## config.mk

```make
export PLATFORM = sky130hd
export DESIGN_NAME = lssc_top
export DESIGN_NICKNAME = d
export VERILOG_FILES = /design/src/lssc_pkg.sv /design/src/lssc_debounce.sv /design/src/lssc_top.sv
export SDC_FILE = /design/constraint.sdc
export NUM_CORES = 1
export LEC_CHECK = 0
export ABC_AREA = 1
export BUFFER_PORTS_ARGS = -buffer_cell sky130_fd_sc_hd__buf_2
export CORE_ASPECT_RATIO = 1.75
export CORE_MARGIN = 2
export CORE_UTILIZATION = 30
export CTS_CLUSTER_SIZE = 25
export DETAILED_ROUTE_END_ITERATION = 10
export SYNTH_ARGS = -nofsm -noshare
export SYNTH_HDL_FRONTEND = slang
export SYNTH_SLANG_ARGS = --single-unit
```

## constraint.sdc

```tcl
create_clock -name ref_clk_i -period 3.4 [get_ports ref_clk_i]
set_input_delay 0.34 -clock ref_clk_i [delete_from_list [all_inputs] [get_ports ref_clk_i]]
set_output_delay 0.34 -clock ref_clk_i [all_outputs]
set_load 0.02 [all_outputs]
```

## src/lssc_pkg.sv

```systemverilog
package lssc_pkg;

  // ****************************************************
  // register offsets
  // ****************************************************
  localparam logic [7:0] MODE_SEL_OFFSET = 8'h01;
  localparam logic [7:0] CH1_DRIVE_OFFSET = 8'h02;
  localparam logic [7:0] CH2_DRIVE_OFFSET = 8'h03;
  localparam logic [7:0] CH3_DRIVE_OFFSET = 8'h04;
  localparam logic [7:0] CH4_DRIVE_OFFSET = 8'h05;
  localparam logic [7:0] SUPERVISION_OFFSET = 8'h29;
  localparam logic [7:0] HEADROOM_STATUS_OFFSET = 8'h2b;

  // ****************************************************
  // reset values
  // ****************************************************
  localparam logic [7:0] MODE_SEL_RESET = 8'h03;
  localparam logic [7:0] CH1_DRIVE_RESET = 8'h40;
  localparam logic [7:0] CHX_DRIVE_RESET = 8'h00;
  localparam logic [1:0] VMON_SEL_RESET = 2'h0;
  localparam logic SHUTDOWN_EN_RESET = 1'b1;
  localparam logic THERMAL_WATCH_RESET = 1'b1;

  // ****************************************************
  // supervision register field positions
  // ****************************************************
  localparam int VMON_SEL_LSB = 5;
  localparam int SHUTDOWN_EN_BIT = 4;
  localparam int THERMAL_CLEAR_BIT = 2;
  localparam int THERMAL_FLAG_BIT = 1;
  localparam int THERMAL_WATCH_BIT = 0;

  // ****************************************************
  // channel mode codes
  // ****************************************************
  localparam logic [1:0] MODE_OFF = 2'h0;
  localparam logic [1:0] MODE_ON = 2'h1;
  localparam logic [1:0] MODE_PWM = 2'h2;
  localparam logic [1:0] MODE_PATTERN = 2'h3;

  // ****************************************************
  // timing
  // ****************************************************
  localparam int CLK_HZ = 50_000_000;
  localparam int TICK_MS = 1;
  localparam int TICK_CYCLES = CLK_HZ / 1000 * TICK_MS;
  localparam int IF_DEBOUNCE_MS = 130;
  localparam int VMON_DEBOUNCE_MS = 100;
  localparam int DEB_CNT_W = 16;

endpackage

```

## src/lssc_debounce.sv

```systemverilog
`timescale 1ns/1ps
module lssc_debounce
  import lssc_pkg::*;
#(
  parameter int COUNT_MS = IF_DEBOUNCE_MS
)
(
  input wire logic ref_clk_i,
  input wire logic rst_i,
  input wire logic tick_i,
  input wire logic level_i,
  output logic stable_o
);

  typedef struct packed {
    logic [DEB_CNT_W-1:0] cnt;
    logic stable;
  } lssc_deb_type;

  lssc_deb_type r;
  lssc_deb_type next_r;

  // level must stay high for COUNT_MS ticks; any drop restarts
  always_comb
  begin
    next_r = r;
    if (!level_i)
    begin
      next_r.cnt = '0;
      next_r.stable = 1'b0;
    end
    else if (tick_i && !r.stable)
    begin
      if (r.cnt == DEB_CNT_W'(COUNT_MS - 1))
        next_r.stable = 1'b1;
      else
        next_r.cnt = r.cnt + DEB_CNT_W'(1);
    end
  end

  always_ff @(posedge ref_clk_i or posedge rst_i)
  begin
    if (rst_i)
      r <= '0;
    else
      r <= next_r;
  end

  assign stable_o = r.stable;

endmodule

```

## src/lssc_top.sv

```systemverilog
`timescale 1ns/1ps
// Summary of operation
// - each channel mode: 00 off, 01 on, 10 pwm gated, 11 pattern gated
// - modes share one register, channel four high bits; channel one resets to pattern
// - 8-bit drive code per channel, 0.1 mA per step up to 25.5 mA
// - channel one drive code resets to 0x40, others to zero
// - pwm mode follows internal or external pwm; pattern mode follows pattern generator
// - read-only status holds one low-headroom flag per channel, reset zero
// - battery below power-on level returns all registers to defaults and shuts the device down
// - serial clock low with gpio low forces reset after debounce
// - serial clock debounce is 130 ms, held as a parameter
// - battery monitor comparison debounced about 100 ms before standby
// - two-bit monitor select in bits 6:5 picks threshold, zero means off
// - battery monitor stays disabled until a non-zero select is written
// - bit 4, reset 1, enables serial-clock-low shutdown
// - bit 1 reads junction over-temperature flag
// - bit 2 write-one clears the over-temperature flag, reads zero
// - bit 0, reset 1, enables temperature supervision
// - over-temperature disables sinks and pump, resumes after hysteresis
// - flag stays set after recovery, reads do not clear it
module lssc_top
  import lssc_pkg::*;
#(
  parameter int TICK_LEN = TICK_CYCLES,
  parameter int IF_DEB_MS = IF_DEBOUNCE_MS,
  parameter int VMON_DEB_MS = VMON_DEBOUNCE_MS,
  parameter int CHANNELS = 4
)
(
  input wire logic ref_clk_i,
  input wire logic rst_i,
  input wire logic [7:0] reg_addr_i,
  input wire logic [7:0] reg_wdata_i,
  input wire logic reg_wr_i,
  input wire logic reg_rd_i,
  output logic [7:0] reg_rdata_o,
  input wire logic scl_i,
  input wire logic gpio_i,
  input wire logic bat_por_i,
  input wire logic vbat_low_i,
  input wire logic temp_hot_i,
  input wire logic [CHANNELS-1:0] headroom_low_i,
  input wire logic pwm_int_i,
  input wire logic pwm_ext_sel_i,
  input wire logic pattern_i,
  output logic [CHANNELS-1:0] sink_on_o,
  output logic [7:0] ch1_drive_code_o,
  output logic [7:0] ch2_drive_code_o,
  output logic [7:0] ch3_drive_code_o,
  output logic [7:0] ch4_drive_code_o,
  output logic [1:0] vmon_sel_o,
  output logic pump_disable_o,
  output logic shutdown_o,
  output logic standby_o
);

  // ****************************************************
  // state
  // ****************************************************
  typedef struct packed {
    logic [7:0] mode_sel;
    logic [3:0][7:0] drive;
    logic [1:0] vmon_sel;
    logic shutdown_en;
    logic thermal_watch_en;
    logic thermal_fault_flag;
    logic [7:0] rdata;
    logic [CHANNELS-1:0] sink_on;
    logic pump_disable;
    logic shutdown;
    logic scl_s1;
    logic scl_s2;
    logic gpio_s1;
    logic gpio_s2;
    logic por_s1;
    logic por_s2;
    logic vlow_s1;
    logic vlow_s2;
    logic hot_s1;
    logic hot_s2;
    logic [CHANNELS-1:0] head_s1;
    logic [CHANNELS-1:0] head_s2;
    logic [15:0] tick_cnt;
    logic ms_tick;
  } lssc_state_type;

  lssc_state_type r;
  lssc_state_type next_r;
  logic if_reset;
  logic vmon_trip;
  logic [7:0] mode_read;
  logic [7:0] sup_read;
  logic [7:0] status_read;
  logic [CHANNELS-1:0] gate;
  logic [7:0] read_mux;
  logic wr_mode;
  logic [3:0] wr_drive;
  logic wr_sup;
  logic thermal_clear;
  logic hot_seen;
  logic soft_reset;
  logic if_level;
  logic vmon_level;
  logic pwm_level;

  // ****************************************************
  // debouncers
  // ****************************************************
  // clock low plus gpio low, only while shutdown enabled
  // a cleared enable holds the interface debouncer idle
  assign if_level = r.shutdown_en & ~r.scl_s2 & ~r.gpio_s2;
  // no comparison while select is zero
  assign vmon_level = (r.vmon_sel != VMON_SEL_RESET) & r.vlow_s2;

  lssc_debounce #(
    .COUNT_MS(IF_DEB_MS)
  ) u_if_deb (
    .ref_clk_i(ref_clk_i),
    .rst_i(rst_i),
    .tick_i(r.ms_tick),
    .level_i(if_level),
    .stable_o(if_reset)
  );

  // battery monitor dip filter, vbat_low_i going low before the count ends restarts it
  lssc_debounce #(
    .COUNT_MS(VMON_DEB_MS)
  ) u_vmon_deb (
    .tick_i(r.ms_tick),
    .ref_clk_i(ref_clk_i),
    .rst_i(rst_i),
    .level_i(vmon_level),
    .stable_o(vmon_trip)
  );

  // ****************************************************
  // channel gating
  // ****************************************************
  // external pwm arrives on the synced gpio pin
  assign pwm_level = pwm_ext_sel_i ? r.gpio_s2 : pwm_int_i;

  genvar g;
  generate
    for (g = 0; g < CHANNELS; g++)
    begin : gen_gate
      always_comb
      begin
        unique case (r.mode_sel[2*g +: 2])
          MODE_OFF: gate[g] = 1'b0;
          MODE_ON: gate[g] = 1'b1;
          MODE_PWM: gate[g] = pwm_level;
          MODE_PATTERN: gate[g] = pattern_i;
        endcase
      end
    end
  endgenerate

  // ****************************************************
  // register read views
  // ****************************************************
  always_comb
  begin
    mode_read = r.mode_sel;
    sup_read = '0;
    sup_read[VMON_SEL_LSB +: 2] = r.vmon_sel;
    sup_read[SHUTDOWN_EN_BIT] = r.shutdown_en;
    sup_read[THERMAL_FLAG_BIT] = r.thermal_fault_flag;
    sup_read[THERMAL_WATCH_BIT] = r.thermal_watch_en;
    status_read = '0;
    status_read[CHANNELS-1:0] = r.head_s2;
  end

  // ****************************************************
  // read mux
  // ****************************************************
  always_comb
  begin
    unique case (reg_addr_i)
      MODE_SEL_OFFSET: read_mux = mode_read;
      CH1_DRIVE_OFFSET: read_mux = r.drive[0];
      CH2_DRIVE_OFFSET: read_mux = r.drive[1];
      CH3_DRIVE_OFFSET: read_mux = r.drive[2];
      CH4_DRIVE_OFFSET: read_mux = r.drive[3];
      SUPERVISION_OFFSET: read_mux = sup_read;
      HEADROOM_STATUS_OFFSET: read_mux = status_read;
      default: read_mux = 8'h00;
    endcase
  end

  // ****************************************************
  // write decode
  // ****************************************************
  always_comb
  begin
    wr_mode = reg_wr_i && (reg_addr_i == MODE_SEL_OFFSET);
    wr_drive[0] = reg_wr_i && (reg_addr_i == CH1_DRIVE_OFFSET);
    wr_drive[1] = reg_wr_i && (reg_addr_i == CH2_DRIVE_OFFSET);
    wr_drive[2] = reg_wr_i && (reg_addr_i == CH3_DRIVE_OFFSET);
    wr_drive[3] = reg_wr_i && (reg_addr_i == CH4_DRIVE_OFFSET);
    wr_sup = reg_wr_i && (reg_addr_i == SUPERVISION_OFFSET);
    // clear acts on the write itself, the bit is never stored
    thermal_clear = wr_sup && reg_wdata_i[THERMAL_CLEAR_BIT];
  end

  // ****************************************************
  // protection and reset causes
  // ****************************************************
  // comparator only counts while supervision is enabled
  assign hot_seen = r.thermal_watch_en & r.hot_s2;
  // either cause forces the defaults and holds them while it lasts
  assign soft_reset = r.por_s2 | if_reset;

  // ****************************************************
  // next state
  // ****************************************************
  always_comb
  begin
    next_r = r;
    // two-flop synchronisers for every pin-level input
    next_r.scl_s1 = scl_i;
    next_r.scl_s2 = r.scl_s1;
    next_r.gpio_s1 = gpio_i;
    next_r.gpio_s2 = r.gpio_s1;
    next_r.por_s1 = bat_por_i;
    next_r.por_s2 = r.por_s1;
    next_r.vlow_s1 = vbat_low_i;
    next_r.vlow_s2 = r.vlow_s1;
    next_r.hot_s1 = temp_hot_i;
    next_r.hot_s2 = r.hot_s1;
    next_r.head_s1 = headroom_low_i;
    next_r.head_s2 = r.head_s1;

    // ms tick is free-running, so a debounce lasts N-1 to N tick periods
    next_r.ms_tick = 1'b0;
    if (r.tick_cnt == 16'(TICK_LEN - 1))
    begin
      next_r.tick_cnt = '0;
      next_r.ms_tick = 1'b1;
    end
    else
      next_r.tick_cnt = r.tick_cnt + 16'h0001;

    // read data is captured once and held until the next read
    if (reg_rd_i)
      next_r.rdata = read_mux;

    if (wr_mode)
      next_r.mode_sel = reg_wdata_i;
    if (wr_drive[0])
      next_r.drive[0] = reg_wdata_i;
    if (wr_drive[1])
      next_r.drive[1] = reg_wdata_i;
    if (wr_drive[2])
      next_r.drive[2] = reg_wdata_i;
    if (wr_drive[3])
      next_r.drive[3] = reg_wdata_i;
    // bits 7, 3 and 1 are dropped, bit 2 is never stored
    if (wr_sup)
    begin
      next_r.vmon_sel = reg_wdata_i[VMON_SEL_LSB +: 2];
      next_r.shutdown_en = reg_wdata_i[SHUTDOWN_EN_BIT];
      next_r.thermal_watch_en = reg_wdata_i[THERMAL_WATCH_BIT];
    end

    if (thermal_clear)
      next_r.thermal_fault_flag = 1'b0;
    // the clear bit or a soft reset drops it; a hot sample wins over a clear
    if (hot_seen)
      next_r.thermal_fault_flag = 1'b1;

    // sinks and pump follow the comparator with its hysteresis
    next_r.pump_disable = hot_seen;
    next_r.sink_on = hot_seen ? '0 : gate;
    next_r.shutdown = soft_reset;

    // supply or interface reset returns all registers to defaults
    // a write in the same cycle is lost on purpose
    if (soft_reset)
    begin
      next_r.mode_sel = MODE_SEL_RESET;
      next_r.drive[0] = CH1_DRIVE_RESET;
      next_r.drive[1] = CHX_DRIVE_RESET;
      next_r.drive[2] = CHX_DRIVE_RESET;
      next_r.drive[3] = CHX_DRIVE_RESET;
      next_r.vmon_sel = VMON_SEL_RESET;
      next_r.shutdown_en = SHUTDOWN_EN_RESET;
      next_r.thermal_watch_en = THERMAL_WATCH_RESET;
      next_r.thermal_fault_flag = 1'b0;
      next_r.sink_on = '0;
    end
  end

  // ****************************************************
  // state register
  // ****************************************************
  always_ff @(posedge ref_clk_i or posedge rst_i)
  begin
    if (rst_i)
    begin
      r <= '0;
      r.mode_sel <= MODE_SEL_RESET;
      r.drive[0] <= CH1_DRIVE_RESET;
      r.shutdown_en <= SHUTDOWN_EN_RESET;
      r.thermal_watch_en <= THERMAL_WATCH_RESET;
      // scl idles high, so release starts no interface debounce
      r.scl_s1 <= 1'b1;
      r.scl_s2 <= 1'b1;
    end
    else
      r <= next_r;
  end

  // ****************************************************
  // outputs
  // ****************************************************
  assign reg_rdata_o = r.rdata;
  assign sink_on_o = r.sink_on;
  assign ch1_drive_code_o = r.drive[0];
  assign ch2_drive_code_o = r.drive[1];
  assign ch3_drive_code_o = r.drive[2];
  assign ch4_drive_code_o = r.drive[3];
  assign vmon_sel_o = r.vmon_sel;
  assign pump_disable_o = r.pump_disable;
  assign shutdown_o = r.shutdown;
  // standby comes straight from the debouncer flop
  assign standby_o = vmon_trip;

endmodule

```

* After elaboration in Yosys (flattened, before gate mapping)
Cells that the tools add are included.
** Word-level totals
- Logic and storage cells :: 123
- Bits of input ports :: 32
- Bits in registers :: 128
- Output and inout port bits :: 49
** Cells by class
- Bitwise operators :: 7
- Eq/ne operators :: 28
- Reductions and logical operators :: 27
- Add/subtract/negate cells :: 3
- Multiplexer cells :: 27
** Operators with widths (count)
- 17-bit two-way mux :: 4
- 8-bit case mux with 7 select lines :: 1
- 16-bit by 1-bit adder with 16-bit output (second input constant) :: 3
- 16-bit two-way mux :: 3
- 45-bit two-way mux :: 1
- 8-bit two-way mux :: 5
- 16-bit equality test (second input constant) :: 1
- 16-bit by 7-bit equality test with 1-bit output (second input constant) :: 1
- 16-bit by 8-bit equality test with 1-bit output (second input constant) :: 1
- 2-bit equality test (second input constant) :: 8
- 8-bit by 2-bit equality test with 1-bit output (second input constant) :: 2
- 8-bit by 3-bit equality test with 1-bit output (second input constant) :: 2
- 8-bit by 6-bit equality test with 1-bit output (second input constant) :: 2
- 1-bit case mux with 4 select lines :: 4
- 2-bit nonzero test :: 7
- 4-bit two-way mux :: 3
- 2-bit inequality test (second input constant) :: 6
- 1-bit logical AND :: 9
- 2-bit by 1-bit equality test with 1-bit output (second input constant) :: 4
- 8-bit by 1-bit equality test with 1-bit output (second input constant) :: 1
- 2-bit zero test :: 4
- 2-bit AND reduction :: 4
- 1-bit two-way mux :: 6
- 1-bit bitwise AND :: 4
- other kinds (4) :: 6

* Depth between registers and ports, before layout
- Word-level depth :: 6
- Mapped depth :: 11
- Depth with buffers taken out :: 11

* Hierarchy
Synthesis repeated with hierarchy kept, for this count alone.
** Second synthesis, totals
- Cell total of the unflattened synthesis :: 902
- Area total of the unflattened synthesis :: 7130.6 um^2
** Modules (own cells, without submodules)
- lssc_top :: area each 4737.0 um^2, cells each 540, times used 1
- lssc_debounce at u_if_deb :: area each 1206.2 um^2, cells each 181, times used 1
- lssc_debounce at u_vmon_deb :: area each 1187.4 um^2, cells each 181, times used 1

* Worst setup path after synthesis
OpenSTA, ideal clock, no wires.
- Kind :: register to register
- Start :: register u_if_deb.r[2] (netlist name)
- End :: register u_if_deb.r[11] (netlist name)
- Setup slack :: 1.930 ns
- Cell stages (with the launch flop) :: 11
- Library setup time :: 0.126 ns
- Period minus slack after synthesis :: 1.470 ns
- Buffers on the path :: 1
- Data arrival time :: 1.343 ns
- Data required time :: 3.274 ns
- Path through :: dfrtp_1 > inv_1 > ha_1 > inv_1 > nor2_1 > nand2_1 > nor2_2 > nand2_2 > a21oi_4 > buf_6 > o21ai_0
** On the way
- Longest elaborated chain between the ends :: 4
- Elaborated cells between the ends (all ways) :: 7
- Classes of those cells :: add/sub (1); eq/ne (2); mux (3); reduce/logical (1)
** RTL lines
- start, declared :: RTL line lssc_debounce.sv:20 : lssc_deb_type r;
- start signal, assigned :: RTL line lssc_debounce.sv:46 : r <= next_r;
- 16-bit by 1-bit adder with 16-bit output :: RTL line lssc_debounce.sv:37 : next_r.cnt = r.cnt + DEB_CNT_W'(1);
- 16-bit two-way mux :: RTL line lssc_debounce.sv:34 : if (r.cnt == DEB_CNT_W'(COUNT_MS - 1))
- 17-bit two-way mux :: RTL line lssc_debounce.sv:32 : else if (tick_i && !r.stable)
- 17-bit two-way mux :: RTL line lssc_debounce.sv:27 : if (!level_i)
Several ways; a longest one is shown, not always the timed one. The select of a mux whose other input is x is not followed.
A chain may end at the register's enable or synchronous reset.

* Worst setup path after layout
- Start :: register u_if_deb.r (netlist bit u_if_deb.stable_o)
- End :: register r (netlist bit ch1_drive_code_o[5])
** On the way
- Longest elaborated chain between the ends :: 2
- Elaborated cells between the ends (all ways) :: 3
- Classes of those cells :: mux (1); bitwise (1); reduce/logical (1)
** RTL lines
- 1-bit bitwise OR (*) :: RTL line lssc_top.sv:211 : assign soft_reset = r.por_s2 | if_reset;
- 45-bit two-way mux / 2-bit nonzero test (equally long branches)
- end signal, assigned :: RTL line lssc_top.sv:310 : r <= next_r;
- end, declared :: RTL line lssc_top.sv:87 : lssc_state_type r;
Every way passes the cells marked *; elsewhere a longest branch is shown, timed or not.

==> summary.txt <==
Most common cell after layout, fill and taps aside = nand2_1
Setup crit start kind = register
Postcts setup bufs = 0
Final hold vios = 0
Setup crit end kind = register
DR iter-0 viols = 417
Largest cells by area after synthesis = dfrtp_1 (44%), nand2_1 (13%), nor2_1 (6.5%)
Min-Delay Path Class = input pin to register
Fill count = 2380
Tightest Pin Transition = 0.846 ns
Critical path peak fanout = 16
DRC = 0
Maxcap violations = 0
Syn_nets = 901
WL final = 17800 um
Die width = 118 um
First-pass detailed-route iteration total = 7
Skew final = 0.00623 ns
H-tree Lvls = 4
Tot GR Track Use = 15.4%
Global-route wire length before repair = 28900 um
Setup_tns = 0 ns
WL per Instance = 14.6 um
RSZ-0062 raised after global routing = false
Min Tclk post-route = 1.96 ns
Worst-path clk slew = 0.06 ns
Cell count after synthesis = 865
GRT met1 Usage = 15.9%
Detail Route Antenna Nets = 0
Io pins = 81
CP arrival = 2.23 ns
CTS max path bufs = 2
Hold_buf cts = 0
Clk Latency, worst-skew pair = 0.42 ns
Max Freq = 510 MHz
Routability cong. = 0.897
Initial antenna violation count = 0
Area fraction of the dominant cell type after synthesis = 44.2%
Largest net degree at the start of global routing = 42
Initial core utilization = 30.3%
Post-CTS sizing = 0
Crit path kind = register to register
Period utilization = 57.7%
Die Area = 24100 um^2
Post-route insts no fill = 1219
Yosys top cell by area = dfrtp_1
Multi-input gate area = 2880 um^2
N_diodes = 0
Num CTS Buffers = 17
Vias in the first global route = 5565
Met2 usage = 29.4%
Synth Register Bits = 128
Netlist cell types = 33
# clock sinks = 128
Vias = 5636
Run status = completed
Layout Nets = 944
Mapped cell area = 6850 um^2
Total gr overflow = 0
Core footprint = 22600 um^2
Sequential area share after synthesis = 46.9%
Clk Tree Root Cell = clkbuf_16
Final setup vio count = 0
Commonest cells after routing, fill and taps aside = nand2_1 (236), dfrtp_1 (121), nor2_1 (119)
Static leakage power = 0.00378 uW
Storage element area = 3210 um^2
Worst Path Required = 3.67 ns
Die height = 204 um
Fraction of layout cells with a size suffix above 1 = 18.3%
# rows = 73
Met3 usage = 2.65%
Syn Area/Cell = 7.91 um^2
Vias per cell = 4.62
Area Overhead vs Synth = 13.3%
Dpl hpwl = 13600 um
Relative slew margins = 43.5%
Peak supply drop = 0.000338 V
Synth Warn # = 0
Pwr Density = 465 nW/um^2
Slew Viols, Final = 0
Placed Cells = 1189
CTS tree = built
IO Port Bufs = 80
Most utilized layer in the global route result = met2
-- cell usage after synthesis (all sizes together) --
master	instances
nand2	242
o21ai	67
dfrtp	121
nor3	14
o21a	2
or2	3
o21bai	5
a21oi	11
dfstp	7
nand3	87
nand4	14
inv	72
nor2	129
a31oi	3
ha	4
xnor2	3
xor2	16
a21o	1
clkbuf	4
and2	1
buf	59
-- metrics by stage --
| stage | hold WS, ns | setup WS (ns) | total power [uW] | instance area (um^2) | utilization, % |
|---|---|---|---|---|---|
| floorplan | 0.331 | 1.48 | 1870 | 6850 | - |
| global placement | 0.336 | 1.48 | 1940 | 7210 | 31.9 |
| detailed placement | 0.343 | 1.44 | 1950 | 7210 | 31.9 |
| CTS | 0.00920 | 1.43 | 3660 | 7750 | 34.4 |
| global route | 0.0106 | 1.21 | 3750 | 7750 | 34.4 |
| finish | 0.0261 | 1.44 | 3600 | 7750 | 34.4 |
-- worst max-delay path, stage by stage, from the launching register on --
cell     delay (ns)
dfrtp_1        0.41
nor2_4         0.28
inv_1          0.32
a31oi_2        0.62
o21ai_0        0.17
-- path summary, 6_finish.rpt --
path | start | cells past startpoint | to | slack [ns]
worst max-delay path | u_if_deb.stable_o | 4 | ch1_drive_code_o[5] | 1.44
worst min-delay path | scl_i | 1 | next_r[33] | 0.03
worst max register to register | u_if_deb.stable_o | 4 | ch1_drive_code_o[5] | 1.44
worst min register to register | next_r[31] | 0 | r[31] | 0.35
max in group asynchronous | rst_i | 3 | ch1_drive_code_o[6] | 2.44
min in group asynchronous | rst_i | 2 | u_vmon_deb.stable_o | 0.08
-- sequential cells by signal, summed over array words and instances, names as in the netlist --
register and flops:
ch1_drive_code_o 8, vmon_sel_o 2, reg_rdata_o 8, sink_on_o 4
r 29, u_if_deb.stable_o 1, u_if_deb.r 16, shutdown_o 1
pump_disable_o 1, ch3_drive_code_o 8, u_vmon_deb.r 16, ch4_drive_code_o 8
next_r 9, ch2_drive_code_o 8, u_vmon_deb.stable_o 1, mode_read 8
-- logic make-up after synthesis --
logic type / Yosys count / synth area share [%]
AND/OR/NAND/NOR: 490 / 30.5
buffers and inverters: 135 / 11.0
flip-flops: 128 / 46.9
AO/OA/AOI/OAI: 89 / 8.43
XOR/XNOR: 19 / 2.43
adder cells (fa/ha/maj): 4 / 0.731
-- where the power goes --
group,total [uW],switching [uW],leakage [uW],internal (uW)
sequential,1640,51.7,0.00167,1590
clock,1690,659,0.000264,1030
combinational,277,198,0.00185,79.4
total,3600,908,0.00378,2700
-- metal layers --
layer	vias up	routed length (um)
met5	-	0
met3	43	615
li1	2812	-
met1	2629	6640
met2	152	9710
met4	0	788
-- final cells by class --
cell class | instances | area share [%]
Clock buffer | 20 | 5.89
Clock inverter | 10 | 1.16
Inverter | 72 | 3.53
Multi-Input combinational cell | 602 | 37.1
Sequential cell | 128 | 41.4
Tap cell | 300 | 4.84
Timing Repair Buffer | 87 | 6.00
(Power assumes the default switching activity.)
